### src/alu_params.svh
// Register offsets, field positions and reset values of the arithmetic datapath
`ifndef ALU_PARAMS_SVH
`define ALU_PARAMS_SVH
`define ADR_STATUS_WORD 8'hD0
`define ADR_MAIN_OPERAND 8'hE0
`define ADR_AUX_REGISTER 8'hF0
`define ADR_COMMAND 8'h04
`define ADR_SECOND_OPERAND 8'h08
`define ADR_RESULT_STATUS 8'h0C
`define POS_CARRY 7
`define POS_HALF_CARRY 6
`define POS_USER_ZERO 5
`define POS_BANK_HI 4
`define POS_BANK_LO 3
`define POS_RANGE_ERROR 2
`define POS_USER_ONE 1
`define POS_PARITY 0
`define RESET_BYTE 8'h00
`define BANK_SPAN_BITS 3
`endif

### src/alu_pkg.sv
// Operation codes and command layout of the arithmetic datapath
package alu_pkg;
    typedef enum logic [4:0] {
        OP_ADD = 5'h00, OP_ADDC = 5'h01, OP_SUBB = 5'h02, OP_MUL = 5'h03,
        OP_DIV = 5'h04, OP_INC = 5'h05, OP_DEC = 5'h06, OP_DECADJ = 5'h07,
        OP_CMP = 5'h08, OP_AND = 5'h09, OP_OR = 5'h0A, OP_XOR = 5'h0B,
        OP_CPL = 5'h0C, OP_CLR = 5'h0D, OP_RL = 5'h0E, OP_RLC = 5'h0F,
        OP_RR = 5'h10, OP_RRC = 5'h11, OP_SETBIT = 5'h12, OP_CLRBIT = 5'h13,
        OP_CPLBIT = 5'h14, OP_BRCLR = 5'h15, OP_BRSETCLR = 5'h16,
        OP_BITTOC = 5'h17, OP_CTOBIT = 5'h18, OP_SETC = 5'h19,
        OP_CLRC = 5'h1A, OP_CPLC = 5'h1B
    } alu_op_e;

    typedef struct packed {
        logic [2:0] bitSel;
        alu_op_e op;
    } alu_cmd_s;
endpackage : alu_pkg

### src/mcu_alu_status_datapath.sv
// Arithmetic, logic and bit datapath with status word, behind a Wishbone slave
//
// Our own choice: the Wishbone interface to the registers.
`include "alu_params.svh"
module mcu_alu_status_datapath
    import alu_pkg::*;
(
    // Clock, reset, enable
    input wire logic clk,
    input wire logic rst_b,
    input wire logic ce,
    // Wishbone slave
    input wire logic cyc_i,
    input wire logic stb_i,
    input wire logic we_i,
    input wire logic [7:0] adr_i,
    input wire logic [3:0] sel_i,
    input wire logic [31:0] dat_i,
    output logic ack_o,
    output logic [31:0] dat_o,
    // Datapath status
    output logic [4:0] bankBase,
    output logic branchTaken,
    output logic parityFlag
);
    logic [7:0] mainOperand;
    logic [7:0] auxReg;
    logic [7:0] secondOperand;
    alu_cmd_s lastCmd;
    logic carryFlag;
    logic halfCarryFlag;
    logic userFlagZero;
    logic [1:0] workBankSelect;
    logic signedRangeErrorFlag;
    logic userFlagOne;

    logic [7:0] next_main;
    logic [7:0] next_aux;
    logic next_carry;
    logic next_half;
    logic next_range;
    logic next_branch;
    logic [8:0] wideSum;
    logic [4:0] nibbleSum;
    logic [15:0] product;
    logic [8:0] adjusted;
    logic [7:0] statusWord;
    logic [31:0] readData;

    // A new request is taken only while no answer is outstanding
    logic take;
    logic wrByte;
    logic exec;
    alu_cmd_s cmdIn;
    assign take = cyc_i && stb_i && !ack_o && ce;
    assign wrByte = take && we_i && sel_i[0];
    assign exec = wrByte && (adr_i == `ADR_COMMAND);
    assign cmdIn = alu_cmd_s'(dat_i[7:0]);

    // Status-word parity is not stored; it is derived from the live operand (parityFlag is a registered copy)
    always_comb begin
        statusWord = {carryFlag, halfCarryFlag, userFlagZero, workBankSelect,
                      signedRangeErrorFlag, userFlagOne, ^mainOperand};
    end

    always_comb begin
        next_main = mainOperand;
        next_aux = auxReg;
        next_carry = carryFlag;
        next_half = halfCarryFlag;
        next_range = signedRangeErrorFlag;
        next_branch = 1'b0;
        wideSum = 9'h000;
        nibbleSum = 5'h00;
        product = 16'h0000;
        adjusted = 9'h000;
        case (cmdIn.op)
            OP_ADD, OP_ADDC: begin
                wideSum = {1'b0, mainOperand} + {1'b0, secondOperand}
                          + {8'h00, (cmdIn.op == OP_ADDC) && carryFlag};
                nibbleSum = {1'b0, mainOperand[3:0]} + {1'b0, secondOperand[3:0]}
                            + {4'h0, (cmdIn.op == OP_ADDC) && carryFlag};
                next_main = wideSum[7:0];
                next_carry = wideSum[8];
                next_half = nibbleSum[4];
                next_range = (mainOperand[7] == secondOperand[7])
                             && (wideSum[7] != mainOperand[7]);
            end
            OP_SUBB: begin
                wideSum = {1'b0, mainOperand} - {1'b0, secondOperand} - {8'h00, carryFlag};
                nibbleSum = {1'b0, mainOperand[3:0]} - {1'b0, secondOperand[3:0]}
                            - {4'h0, carryFlag};
                next_main = wideSum[7:0];
                next_carry = wideSum[8];
                next_half = nibbleSum[4];
                next_range = (mainOperand[7] != secondOperand[7])
                             && (wideSum[7] != mainOperand[7]);
            end
            OP_MUL: begin
                product = mainOperand * auxReg;
                next_main = product[7:0];
                next_aux = product[15:8];
                next_carry = 1'b0;
                next_range = |product[15:8];
            end
            OP_DIV: begin
                next_carry = 1'b0;
                // Divide by zero leaves both registers untouched and flags the error
                if (auxReg == 8'h00) begin
                    next_range = 1'b1;
                end else begin
                    next_main = mainOperand / auxReg;
                    next_aux = mainOperand % auxReg;
                    next_range = 1'b0;
                end
            end
            OP_INC: next_main = mainOperand + 8'h01;
            OP_DEC: next_main = mainOperand - 8'h01;
            OP_DECADJ: begin
                adjusted = {1'b0, mainOperand};
                if (mainOperand[3:0] > 4'h9 || halfCarryFlag) begin
                    adjusted = adjusted + 9'h006;
                end
                if (adjusted[7:4] > 4'h9 || carryFlag || adjusted[8]) begin
                    adjusted = adjusted + 9'h060;
                end
                next_main = adjusted[7:0];
                next_carry = carryFlag || adjusted[8];
            end
            OP_CMP: begin
                next_carry = mainOperand < secondOperand;
                next_branch = mainOperand != secondOperand;
            end
            OP_AND: next_main = mainOperand & secondOperand;
            OP_OR: next_main = mainOperand | secondOperand;
            OP_XOR: next_main = mainOperand ^ secondOperand;
            OP_CPL: next_main = ~mainOperand;
            OP_CLR: next_main = 8'h00;
            OP_RL: next_main = {mainOperand[6:0], mainOperand[7]};
            OP_RR: next_main = {mainOperand[0], mainOperand[7:1]};
            OP_RLC: begin
                next_main = {mainOperand[6:0], carryFlag};
                next_carry = mainOperand[7];
            end
            OP_RRC: begin
                next_main = {carryFlag, mainOperand[7:1]};
                next_carry = mainOperand[0];
            end
            OP_SETBIT: next_main[cmdIn.bitSel] = 1'b1;
            OP_CLRBIT: next_main[cmdIn.bitSel] = 1'b0;
            OP_CPLBIT: next_main[cmdIn.bitSel] = ~mainOperand[cmdIn.bitSel];
            OP_BRCLR: next_branch = !mainOperand[cmdIn.bitSel];
            OP_BRSETCLR: begin
                next_branch = mainOperand[cmdIn.bitSel];
                next_main[cmdIn.bitSel] = 1'b0;
            end
            OP_BITTOC: next_carry = mainOperand[cmdIn.bitSel];
            OP_CTOBIT: next_main[cmdIn.bitSel] = carryFlag;
            OP_SETC: next_carry = 1'b1;
            OP_CLRC: next_carry = 1'b0;
            OP_CPLC: next_carry = !carryFlag;
            default: next_branch = 1'b0;
        endcase
    end

    always_comb begin
        case (adr_i)
            `ADR_STATUS_WORD: readData = {24'h000000, statusWord};
            `ADR_MAIN_OPERAND: readData = {24'h000000, mainOperand};
            `ADR_AUX_REGISTER: readData = {24'h000000, auxReg};
            `ADR_COMMAND: readData = {24'h000000, lastCmd};
            `ADR_SECOND_OPERAND: readData = {24'h000000, secondOperand};
            `ADR_RESULT_STATUS: readData = {31'h00000000, branchTaken};
            default: readData = 32'h00000000;
        endcase
    end

    // Bus answer: one cycle after the request, unmapped reads return zero
    always_ff @(posedge clk) begin
        if (!rst_b) begin
            ack_o <= 1'b0;
            dat_o <= 32'h00000000;
        end else if (ce) begin
            ack_o <= take;
            if (take && !we_i) begin
                dat_o <= readData;
            end
        end
    end

    always_ff @(posedge clk) begin
        if (!rst_b) begin
            mainOperand <= `RESET_BYTE;
        end else if (ce) begin
            if (wrByte && adr_i == `ADR_MAIN_OPERAND) begin
                mainOperand <= dat_i[7:0];
            end else if (exec) begin
                mainOperand <= next_main;
            end
        end
    end

    always_ff @(posedge clk) begin
        if (!rst_b) begin
            auxReg <= `RESET_BYTE;
        end else if (ce) begin
            if (wrByte && adr_i == `ADR_AUX_REGISTER) begin
                auxReg <= dat_i[7:0];
            end else if (exec) begin
                auxReg <= next_aux;
            end
        end
    end

    always_ff @(posedge clk) begin
        if (!rst_b) begin
            secondOperand <= `RESET_BYTE;
            lastCmd <= alu_cmd_s'(`RESET_BYTE);
            branchTaken <= 1'b0;
        end else if (ce) begin
            if (wrByte && adr_i == `ADR_SECOND_OPERAND) begin
                secondOperand <= dat_i[7:0];
            end
            if (exec) begin
                lastCmd <= cmdIn;
                branchTaken <= next_branch;
            end
        end
    end

    // A bus write and an operation never share a cycle, so no flag race exists
    always_ff @(posedge clk) begin
        if (!rst_b) begin
            carryFlag <= 1'b0;
            halfCarryFlag <= 1'b0;
            userFlagZero <= 1'b0;
            workBankSelect <= 2'b00;
            signedRangeErrorFlag <= 1'b0;
            userFlagOne <= 1'b0;
        end else if (ce) begin
            if (wrByte && adr_i == `ADR_STATUS_WORD) begin
                carryFlag <= dat_i[`POS_CARRY];
                halfCarryFlag <= dat_i[`POS_HALF_CARRY];
                userFlagZero <= dat_i[`POS_USER_ZERO];
                workBankSelect <= dat_i[`POS_BANK_HI:`POS_BANK_LO];
                signedRangeErrorFlag <= dat_i[`POS_RANGE_ERROR];
                userFlagOne <= dat_i[`POS_USER_ONE];
            end else if (exec) begin
                carryFlag <= next_carry;
                halfCarryFlag <= next_half;
                signedRangeErrorFlag <= next_range;
            end
        end
    end

    // Registered copies lag the live state by one enabled cycle
    always_ff @(posedge clk) begin
        if (!rst_b) begin
            bankBase <= 5'h00;
            parityFlag <= 1'b0;
        end else if (ce) begin
            bankBase <= {workBankSelect, {`BANK_SPAN_BITS{1'b0}}};
            parityFlag <= ^mainOperand;
        end
    end

    logic [8:0] plainSum;
    logic [15:0] fullProduct;
    assign plainSum = {1'b0, mainOperand} + {1'b0, secondOperand};
    assign fullProduct = mainOperand * auxReg;
endmodule : mcu_alu_status_datapath

### config.mk
export PLATFORM = sky130hd
export DESIGN_NAME = mcu_alu_status_datapath
export DESIGN_NICKNAME = d
export VERILOG_FILES = /design/src/alu_pkg.sv /design/src/mcu_alu_status_datapath.sv
export VERILOG_INCLUDE_DIRS = /design/src /design/src/src
export SDC_FILE = /design/constraint.sdc
export NUM_CORES = 1
export LEC_CHECK = 0
export BUFFER_PORTS_ARGS = -buffer_cell sky130_fd_sc_hd__buf_2
export CAP_MARGIN = 30
export CORE_MARGIN = 2
export CORE_UTILIZATION = 53
export CTS_CLUSTER_SIZE = 40
export DETAILED_ROUTE_END_ITERATION = 6
export PLACE_DENSITY_LB_ADDON = 0.2
export SYNTH_ARGS = -nofsm -noshare
export SYNTH_HDL_FRONTEND = slang
export SYNTH_SLANG_ARGS = --single-unit
### constraint.sdc
create_clock -name clk -period 10.73 [get_ports clk]
set_input_delay 1.6095 -clock clk [delete_from_list [all_inputs] [get_ports clk]]
set_output_delay 1.6095 -clock clk [all_outputs]
set_load 0.02 [all_outputs]
-- Word-level counts from Yosys, hierarchy flattened
Cells that the tools add are included.
- register bits after elaboration: 76
- input port bits: 50
- output and inout bits: 40
- add/subtract/negate cells: 12
- multipliers: 1
- divide/modulo/power cells: 2
- magnitude comparators: 5
- equality and inequality tests: 40
- mux-type cells: 30
- bitwise logic cells: 8
- reduce and logical (&&, ||, !) cells: 47
- operators by type and width (kind ; count):
    $pmux 8 s20 ; 1
    $eq 5x5->1 const B ; 12
    $mux 8 ; 6
    $pmux 8 s6 ; 1
    $eq 5x4->1 const B ; 8
    $mux 9 ; 4
    $eq 8x8->1 const B ; 3
    $reduce_bool 21->1 ; 1
    $eq 5x3->1 const B ; 4
    $and 8x8->8 ; 2
    $bwmux 8 ; 2
    $eq 8x4->1 const B ; 2
    $mul 8x8->16 ; 1
    $not 8->8 ; 2
    $or 8x8->8 ; 2
    $pmux 8 s2 ; 1
    $logic_and 1x1->1 ; 15
    $reduce_bool 11->1 ; 1
    $eq 5x2->1 const B ; 2
    $pmux 1 s10 ; 1
    $add 8x3->9 const B ; 1
    $add 8x8->9 ; 1
    $add 9x1->9 ; 1
    $add 9x7->9 const B ; 1
    42 further kinds ; 70

-- Logic depth before layout (Yosys ltp)
Gate-level depths: netlist of run 1.
- depth in word-level cells: 13
- mapped depth: 52

-- Worst setup path after synthesis of run 1
OpenSTA, ideal clock, no wires.
- kind: reg-to-reg
- start: register auxReg[4]
- end: register auxReg[2]
- data arrival time: 11.147 ns
- path slack: -0.544 ns
- stages on the path, launching flop included: 47
- cell sequence: dfxtp_1 > or4_4 > buf_6 > nor4_1 > o21ai_0 > nor2_1 > xnor2_1 > ha_1 > o21ai_0 > a2111oi_4 > mux2_2 > ha_1 > o211ai_1 > a211o_1 > and3_1 > or3_1 > ha_1 > or3_1 > [... 11 more ...] > or2_2 > a211oi_1 > nor2_1 > ha_1 > a21o_1 > a21oi_1 > a2bb2oi_1 > clkbuf_1 > o21ai_0 > fa_1 > a21o_1 > a2111oi_0 > o31ai_1 > clkbuf_1 > a311oi_1 > o22ai_1 > a221oi_1 > nor2_1
- cells in the longest elaborated chain, start to end: 5
- RTL lines (what ; RTL line ; RTL):
    from (decl) ; mcu_alu_status_datapath.sv:27 ; logic [7:0] auxReg;
    from (signal assigned) ; mcu_alu_status_datapath.sv:205 ; auxReg <= `RESET_BYTE;
    from (signal assigned) ; mcu_alu_status_datapath.sv:208 ; auxReg <= dat_i[7:0];
    from (signal assigned) ; mcu_alu_status_datapath.sv:210 ; auxReg <= next_aux;
    $mod 8x8->8 ; mcu_alu_status_datapath.sv:113 ; next_aux = mainOperand % auxReg;
    $mux 8 ; mcu_alu_status_datapath.sv:109 ; if (auxReg == 8'h00) begin
    $pmux 8 s2 ; mcu_alu_status_datapath.sv:77 ; case (cmdIn.op)
    $mux 8 ; mcu_alu_status_datapath.sv:209 ; end else if (exec) begin
    $mux 8 ; mcu_alu_status_datapath.sv:207 ; if (wrByte && adr_i == `ADR_AUX_REGISTER) begin
Several ways; a longest one is shown, not always the timed one. The select of a mux whose other input is x is not followed.
A chain may end at the register's enable or synchronous reset.

-- Final worst setup path of run 1
- start: register auxReg[5]
- end: register auxReg[2]
Same word-level chain as after synthesis.

==> results of run 1 <==
-- per-layer routing --
layer | GRT usage | vias up | part of all wire
met2 | 0.566 | 608 | 0.44
met1 | 0.497 | 5119 | 0.41
li1 | - | 4983 | -
met4 | 0.120 | 0 | 0.038
met5 | 0 | - | 0
met3 | 0.0543 | 117 | 0.11
-- area by class of cell --
type	instances	area (um2)	share of cell area
sequential	52	1040	0.0888
timing repair buffer	178	1280	0.109
clock inverter	3	26.3	0.00224
clock buffer	5	125	0.0107
inverter	100	378	0.0322
tap	234	293	0.0249
multi-input combinational	1119	8600	0.732
-- synth_stat cells (6+ instances only) --
master,n,area [um2]
or3_1,12,75.1
a22oi_1,15,113
nor4_1,11,68.8
o22ai_1,13,81.3
nand2_1,133,499
fa_1,42,841
mux2i_1,24,240
xnor2_1,39,342
ha_1,124,1550
o31ai_1,9,67.6
o21ai_0,62,310
o21a_1,18,135
clkbuf_1,63,236
o211ai_1,18,135
inv_1,93,349
clkinv_1,6,22.5
nand3_1,38,190
buf_4,27,203
nand2b_1,21,131
a221o_1,9,90.1
nor3b_1,11,82.6
a21o_1,15,113
a211oi_1,17,128
nand4_1,6,37.5
a2111oi_0,8,70.1
nor2_1,130,488
a221oi_1,7,61.3
a21oi_1,82,410
nor3_1,45,225
mux2_2,8,90.1
or2_2,9,56.3
and2_1,10,62.6
a31oi_1,16,100
and3_1,12,75.1
dfxtp_1,52,1040
xor2_1,15,131
nor2b_1,20,125
-- cell families after synthesis --
family                   after synthesis  synth area share
flip-flops                            52             0.105
multiplexers                          33            0.0355
other                                  1          0.000377
buffers and inverters                200            0.0870
AO/OA/AOI/OAI                        359             0.250
AND/OR/NAND/NOR                      480             0.234
XOR/XNOR                              54            0.0476
adder cells (fa/ha/maj)              166             0.241
-- per-stage QoR --
| stage | worst slack [ps] | utilization | cell area, um2 |
|---|---|---|---|
| 2_1_floorplan | 15.2 | - | 10100 |
| 3_3_place_gp | -314 | 0.591 | 10900 |
| 3_5_place_dp | -592 | 0.591 | 10900 |
| 4_1_cts | 30.4 | 0.607 | 11200 |
| 5_1_grt | -838 | 0.634 | 11700 |
| 6_report | -330 | 0.634 | 11700 |
-- timing repair --
item | CTS | global route
pin swaps | 8 | 55
resized for setup | 21 | 76
setup endpoints to repair | 9 | 9
buffers inserted | 3 | 21
-- how the worst min path moves through the flow --
stage                          start    endpoint  slack [ps]
final                     lastCmd[0]  lastCmd[0]         460
after global routing      lastCmd[1]  lastCmd[1]         480
after CTS                 lastCmd[0]  lastCmd[0]         460
after detailed placement  lastCmd[0]  lastCmd[0]         450
after global placement    lastCmd[4]  lastCmd[4]         440
after floorplan           lastCmd[0]  lastCmd[0]         440
-- where the power goes --
group | internal [mW] | switching [mW]
clock | 0.0886 | 0.0874
sequential | 0.193 | 0.000202
combinational | 0.0864 | 0.122
-- registers in the layout, summed over array words and instances (netlist names) --
name and count:
ack_o 1, secondOperand 8, auxReg 8, workBankSelect 2
signedRangeErrorFlag 1, mainOperand 8, parityFlag 1, branchTaken 1
bankBase 2, dat_o 8, halfCarryFlag 1, userFlagOne 1
lastCmd 8, carryFlag 1, userFlagZero 1
-- worst max-delay path, delay by kind of cell, from the launching register on --
kind	cells	cell delay [ps]
adder cells (fa/ha/maj)	7	1950
AND/OR/NAND/NOR	13	3280
multiplexers	2	620
AO/OA/AOI/OAI	21	4110
flip-flops	1	330
buffers and inverters	4	540
XOR/XNOR	1	80
==> run summary, run 1 <==
The run finished, with violations left. The final reports fail on setup timing. The total negative slack came out at -1950 ps. Setup repair after global routing could not meet its margin everywhere. The clock slew at the register clock pins of the worst setup and hold paths came out at about 80 ps.

The number of synthesized flops with an enable pin came out at 0. The sequential-to-total area share from yosys stat is 0.105. The relative slew slack came out at 0.310. The worst hold path depth came out at 2.

The average instance in the mapped netlist occupies about 7.4 um2. The number of max-slew violations in the final report is 0. Data on the critical path is required at its endpoint by approximately 11000 ps. The post-detailed-route via-to-cell ratio is roughly 6.4. The worst hold slack after final layout is between 400 and 500 ps. Dividing total power by cell area gives a power density of between 40 and 50 nW/um2. The setup-violating endpoint count in the final report came out at 9.

The maximum operating frequency is approximately 0.09 GHz. Clock skew on the completed layout was measured at around 7.6 ps. Entering global routing, the biggest net connects 39 pins.

In this run the remaining antenna-violating nets after routing total 0. The post-route minimum period came out at 11060 ps. The commonest non-fill, non-tap cell in the layout is buf_4. The share of final-layout standard cells stronger than drive strength 1 is 0.200. The overall global routing resource usage is 0.357. The synthesized netlist occupies a cell area of 9930 um2.

At the end of routability-driven placement, the weighted congestion stood at about 1. The terminus of the critical flop-to-flop path is auxReg[2]. The cell leakage power is 5.27 nW.

In this run the worst setup path terminates at auxReg[2]. STA classifies the critical path endpoint as a flip-flop. The number of max-cap violations came out at 0. The initial utilization of the core area, before any placement, comes to 0.536.

The tree is rooted in a clkbuf_16. The number of violations reported at the end of detailed-routing iteration 0 is roughly 1400. The width of the die is roughly 140 um.

The critical path is of the flip-flop to flip-flop type. The hold violation count in the final report is 0. The half-perimeter wire length of the detailed placement result is 26.1 mm. The number of global-route vias before repair is ~10000. The number of nets at the end of the flow is about 1700.

The first detailed-routing pass took 6 iterations. The share of synthesized registers carrying an async set or reset came out at 0. The tightest min-delay check is of the flip-flop to flip-flop type. The H-tree depth came out at 2.

The top-level port count is 90. The distinct cell type count of the synthesized netlist came out at between 80 and 90. The average wire per standard cell is 21.6 um.

The main flop type after synthesis is dfxtp_1. The number of port buffers came out at 35. The synthesized flop and latch total is 52. The number of instances in the placed design came out at ~1700. In this run the critical register-to-register path is launched from auxReg[5]. The count of hold-fix buffers inserted at cts is 0. The share of the clock period used by the worst path after layout is 1.03. Leaving out fill and tap cells, the most frequent cells in the layout are buf_4 (135), nand2_1 (129), nor2_1 (125).

The setup slack of the worst register-to-register path came out at -330 ps. The number of inserted filler cells in the final layout came out at roughly 1700. The area enclosed by the die boundary came out at between 15000 and 20000 um2. After detailed routing, the number of remaining DRC violations is 0. The worst-case IR drop observed on VDD is 0.0000807 V. The region available for standard cell placement spans around 19000 um2.

From bottom edge to top edge, the die measures ~140 um. For the worst-skew pair, the clock arrives at the later sink with an insertion delay of 320 ps. The largest individual stage delay along the critical path comes from the cell or4_4. The initial antenna violation count is 0. The area growth from synthesis to layout is 18.2%.

The launch point of the critical path is auxReg[5]. STA classifies the critical path startpoint as a flip-flop. The CTS sink count came out at 52.

The overall power of the completed layout is around 580 uW. TritonCTS built the clock tree. The number of buffers created by CTS is 5.

The row count came out at 50. The worst reg-to-reg path cell count came out at 48. The total grt overflow is 0.

For this run, the number of Yosys warnings is 0. The maximum fanout along the worst path is 7. The setup slack after layout came out at -330 ps. The global-route wire length before repair came out at 55.5 mm. The biggest cell delay along the critical path is 570 ps.

Data on the critical path arrives at its endpoint at approximately 11000 ps. The maximum number of buffers from clock root to sink is 2. For this block, the routed nets add up to ~37 mm of wire. The final cell count without fillers is approximately 1700.

The synthesized instance count is around 1300. The antenna diode count is 0. The via count of the routed design came out at roughly 11000. The actual transition at the worst max-transition pin came out at between 1000 and 1500 ps.
(Power assumes the default switching activity.)
==> run 2, diff against run 1 <==
- PLACE_DENSITY_LB_ADDON: 0.2 -> 0.08
- SKIP_LAST_GASP: unset -> 1
- TNS_END_PERCENT: unset -> 10
==> run summary, run 2 (synthesis gave the netlist of run 1 again) <==
The flow ran to the end, but the final reports show violations. The checks that failed: DRC, setup timing. The global-route wire length before repair came out at 54.3 mm. The setup slack after layout came out at -56.8 ps.

The commonest non-fill, non-tap cell in the layout is nand2_1. The total negative slack is -142 ps. The CTS sink count is 52.

The post-route clock skew came out at around 8.3 ps. The area enclosed by the die boundary is a little under 20000 um2. The layout overhead on the synthesized area is 13.4%. The setup-violating endpoint count in the final report is 3. The cell leakage power is 5.10 nW.

The clock tree from TritonCTS is done. In this design, the critical path's most frequently occurring cell is ha_1. At the end of routability-driven placement, the weighted congestion stood at slightly above 1. Leaving out fill and tap cells, the most frequent cells in the layout are nand2_1 (133), nor2_1 (129), ha_1 (121), buf_4 (121), inv_1 (91). The final layout contains routed wiring with a total length of roughly 35 mm. The row count is 50. Together, buffers and inverters on the worst path number 5. The worst hold slack after final layout is ~460 ps. The initial antenna violation count came out at 0.

For the worst-skew pair, the clock arrives at the later sink with an insertion delay of approximately 300 ps. The chip height came out at between 100 and 150 um. The clock slew at the register clock pins of the worst setup and hold paths came out at ~70 ps. Dividing the detail-routed wire length by the instance count gives 21.0 um.

The min-delay analysis places its worst path in the category flip-flop to flip-flop. The number of max-slew violations in the final report came out at 0. The initial cell density of the core came out at 0.536. The largest single stage delay on the critical path is about 570 ps. The endpoint type of the worst setup path is a flip-flop. Global routing finished with a remaining overflow of 0. The hold violation count in the final report came out at 0. The number of max-cap violations is 0.

In the final layout, the multi-input gates occupy 8310 um2. The count of hold-fix buffers inserted at cts came out at 0. The share of the clock period used by the worst path after layout came out at 1.01. The arrival time of data at the critical path endpoint is roughly 11000 ps.

The sequential standard cell area came out at roughly 1000 um2. The number of nets with antenna violations after routing came out at 0. The overall power of the completed layout is 540 uW.

The cell type group with the largest total delay on the critical path is compound AO/OA/AOI/OAI gates. For the pin with the worst max-slew slack, the measured transition is roughly 1100 ps. The tree is rooted in a clkbuf_16. Derived from the worst setup path, the maximum achievable clock frequency is just over 0.09 GHz. STA puts the critical path data required time at about 11000 ps. The maximum resistive drop on vdd is approximately 0.00006 V. The number of buffers created by CTS is 5.

Using the TritonRoute via totals, the vias-per-cell ratio works out to about 6.3. 90 I/O pins were placed. The DRC violation count after routing is 14. The maximum number of pins on one net before global-route repair came out at slightly above 40. The H-tree depth is 2. The half-perimeter wire length of the detailed placement result is around 26 mm. The critical path startpoint category is a flip-flop. Dividing total power by cell area gives a power density of roughly 48 nW/um2. The number of port buffers is 35. The post-route minimum period came out at about 11000 ps. Setup repair after global routing could not meet its margin everywhere.

The number of search-and-repair iterations in the first detailed-routing pass is 7. The library cell contributing the largest single delay on the critical path is or4_4. The relative slew slack is 0.252.

The class of the most critical setup path is flip-flop to flip-flop. The maximum number of buffers from clock root to sink came out at 2. The share of final-layout standard cells stronger than drive strength 1 is 0.160. The overall global routing resource usage came out at 0.350. The number of nets at the end of the flow is around 1700. In this run the worst path has a maximum fanout of 7. The area of the placeable core is approximately 19000 um2. The number of inserted filler cells in the final layout is between 1500 and 2000. The number of global-route vias before repair came out at ~10000.

The detailed router finished its first iteration with 1161 violations. The routed layout has 10500 vias. The width of the die came out at 141 um.
run 2: cell types whose count changed in the layout (fill, tap and decap cells not counted), moves of 3 or more:
cell	delta
o21ai_0	+4
nor3_1	+4
nand2_2	-4
ha_1	+5
a21oi_1	+4
o21ai_2	-3
ha_4	-5
nand2_1	+4
buf_4	-14
nor2_1	+4
buf_6	-8
a21oi_2	-3
run 2: worst reg2reg max path: cells and delay by family (launching register included):
kind | cells | cell delay [ps]
AO/OA/AOI/OAI | 19 | 3550
AND/OR/NAND/NOR | 13 | 2850
adder cells (fa/ha/maj) | 7 | 2040
multiplexers | 3 | 1100
buffers and inverters | 5 | 730
flip-flops | 1 | 310
XOR/XNOR | 1 | 80
run 2: final timing paths:
kind	start	endpoint	slack, ps	cells after the start
worst min-delay path	lastCmd[0]	lastCmd[0]	460	2
worst max-delay path	auxReg[4]	auxReg[2]	-60	48
worst max register to register	auxReg[4]	auxReg[2]	-60	48
worst min register to register	lastCmd[0]	lastCmd[0]	460	2
run 2: power by group:
group	total [mW]	switching, mW	internal [mW]
registers	0.193	0.000211	0.193
logic	0.178	0.108	0.0703
clock network	0.169	0.0760	0.0930
total	0.540	0.184	0.356
run 2: area by class of cell:
cell class / count / share of cell area
inverters: 100 / 0.0333
well taps: 234 / 0.0260
flip-flops and latches: 52 / 0.0924
repair buffers: 156 / 0.0962
multi-input cells: 1119 / 0.738
diodes: 1 / 0.000222
clock buffers: 6 / 0.0123
clock inverters: 2 / 0.00133
run 2: what timing repair did:
action,CTS,global route
pin swaps,8,6
buffers inserted,4,1
endpoints found under the setup margin,9,9
gates resized for setup,18,11
run 2: per-layer routing:
metal,track usage,part of all wire,up-vias
met4,0.105,0.032,0
met5,0,0,-
met2,0.551,0.44,479
li1,-,-,4955
met1,0.478,0.43,4975
met3,0.0822,0.095,96
run 2: per-stage QoR:
stage	instances	worst slack (ps)	cell area [um2]	utilization
after global routing	1669	-612	11300	0.608
after floorplan	1371	15.2	10100	-
after CTS	1668	14.1	11200	0.604
after detailed placement	1656	-372	10900	0.589
final	1670	-56.8	11300	0.608
after global placement	1656	-252	10900	0.589
==> run 3, diff against run 2 <==
- BUFFER_PORTS_ARGS: -buffer_cell sky130_fd_sc_hd__buf_2 -> -buffer_cell sky130_fd_sc_hd__buf_4
- CORE_UTILIZATION: 53 -> 57
==> run summary, run 3 (synthesis gave the netlist of run 1 again) <==
The H-tree depth is 2. The most common cell type on the critical path is buf_4. OpenSTA, run right after detailed placement, puts the worst setup slack at -471 ps. The library cell used most frequently in the layout, excluding fill and tap cells, is buf_4. The global-route wire length before repair is approximately 55 mm. Setup repair after global routing could not meet its margin everywhere. The source-to-sink clock delay at the later pin of the worst-skew pair came out at 300 ps. The number of max-slew violations in the final report came out at 0.

The wire length after detailed routing came out at ~36 mm. The post-route minimum period is between 10000 and 15000 ps. The clock slew at the register clock pins of the worst setup and hold paths is approximately 80 ps. The worst min-delay path category is flip-flop to flip-flop. The post-detailed-route via-to-cell ratio came out at 6.41. In the layout the commonest cells are buf_4 (175), nand2_1 (132), nor2_1 (122). From synthesis to final layout, the design area changed by 18.5%. For this run, the top clock speed supported by timing is 0.0912 GHz.

Across the routed clock network, the largest skew measured is roughly 5.9 ps. The share of the core filled with cells in the final layout came out at 0.685. The via count of the routed design came out at between 10000 and 15000. The maximum number of buffers from clock root to sink came out at 2. The number of nets at the end of the flow is roughly 1700. The row count is 48. The sequential standard cell area is 1040 um2.

The die is about 140 um tall. The maximum fanout along the worst path came out at 6. The number of global-route vias before repair was between 10000 and 15000. The initial cell density of the core is 0.578.

The run finished, with violations left. The arrival time of data at the critical path endpoint is 11170 ps. Hold repair after CTS inserted 0 buffers. In the final layout, the multi-input gates occupy 8570 um2. The top-level port count is 90. The actual transition at the worst max-transition pin is approximately 1000 ps. The slowest stage of the critical path belongs to the cell or4_4. The die covers between 15000 and 20000 um2. The maximum resistive drop on vdd is around 0.000057 V. The area of the placeable core came out at 17200 um2. The cell leakage power is between 5 and 6 nW.

The power density over the cells came out at between 40 and 50 nW/um2. STA puts the critical path data required time at ~11000 ps. Input and output buffers added on the ports amount to 35. The initial antenna violation count is 1. Buffers inserted during clock tree synthesis total 5. The CTS sink count came out at between 50 and 60. The number of search-and-repair iterations in the first detailed-routing pass is 7. The share of final-layout standard cells stronger than drive strength 1 is 0.198. STA classifies the critical path startpoint as a flip-flop.

The number of nets with antenna violations after routing came out at 0. After detailed routing, the number of remaining DRC violations is 0. In the final routed layout, each cell accounts on average for around 21 um. The finished layout holds 1683 standard cells, fillers aside. The clock tree root buffer cell is clkbuf_16. The checks that failed: setup timing. The wire-length estimate of the detail-placed layout is ~26 mm.

In the finished design, the share of the clock period the worst path needs comes to 1.02. The hold violation count in the final report came out at 0. The relative slew slack came out at 0.324.

The tool flagged a number of max-cap violations equal to 0. TritonCTS built the clock tree. The overall global routing resource usage is 0.382. Once routing completed, OpenROAD measured the worst setup slack at -239 ps. The largest single stage delay on the critical path is a little under 600 ps.

Entering global routing, the biggest net connects 39 pins. The width of the die is around 140 um. The class of the most critical setup path is flip-flop to flip-flop. The number of inserted filler cells in the final layout is about 1500. The setup-violating endpoint count in the final report came out at 9. STA classifies the critical path endpoint as a flip-flop. The number of violations reported at the end of detailed-routing iteration 0 is about 1300. The total grt overflow is 0. The last weighted congestion value of the routability-driven placer is 0.993. The number of instances in the placed design came out at approximately 1600.
==> run 3: cell count changes in the layout (fill, tap and decap cells not counted), moves of 6 or more <==
cell / change
buf_2: -35
nor2_2: +6
buf_4: +54
ha_1: -7
nor2_1: -7
==> run 3: routing by layer <==
layer | share of wire | wire (um) | up-vias | global-route usage
met5 | 0 | 0 | - | 0
met4 | 0.042 | 1530 | 0 | 0.139
met3 | 0.11 | 3880 | 142 | 0.0887
met2 | 0.44 | 15700 | 629 | 0.578
met1 | 0.41 | 14900 | 5026 | 0.531
li1 | - | - | 4995 | -
==> run 3: worst paths after layout <==
path | startpoint | to | slack [ps] | depth (start not counted)
min | lastCmd[5] | lastCmd[5] | 460 | 2
max | auxReg[7] | auxReg[3] | -240 | 52
min reg2reg | lastCmd[5] | lastCmd[5] | 460 | 2
max reg2reg | auxReg[7] | auxReg[3] | -240 | 52
==> run 3: stage by stage <==
stage | setup TNS [ps] | instance area (um2) | total power [mW] | hold WS [ps]
6_report | -1290 | 11800 | 0.580 | 456
5_1_grt | -5660 | 11800 | 0.599 | 495
4_1_cts | -122 | 11300 | 0.543 | 457
3_5_place_dp | -2950 | 11000 | 0.366 | 447
3_3_place_gp | -1100 | 11000 | 0.365 | 443
2_1_floorplan | 0 | 10100 | 0.313 | 436
==> run 3: report_power, final <==
part / leakage (nW) / switching (mW) / total (mW) / internal (mW)
Sequential: 0.419 / 0.000249 / 0.193 / 0.193
Clock: 0.0719 / 0.0828 / 0.172 / 0.0888
Combinational: 4.81 / 0.120 / 0.215 / 0.0951
==> run 3: what timing repair did <==
action	4_1_cts	5_1_grt
pin swaps	6	40
gates resized for setup	14	68
endpoints found under the setup margin	9	9
gates cloned	0	0
buffers inserted	7	23
==> run 3: layout make-up <==
class | instances | area share
Clock buffer | 5 | 0.0106
Inverter | 100 | 0.0319
Multi-Input combinational cell | 1119 | 0.728
Sequential cell | 52 | 0.0885
Tap cell | 225 | 0.0239
Clock inverter | 3 | 0.00234
Timing Repair Buffer | 178 | 0.114
Antenna cell | 1 | 0.000213
==> run 3: critical path, delay by kind of cell (launching register included) <==
family,cells,cell delay (ps)
buf+inv,9,1410
simple gates,17,3290
fa+ha+maj,7,2080
mux,2,650
xor+xnor,1,90
compound gates,16,3030
flops,1,330
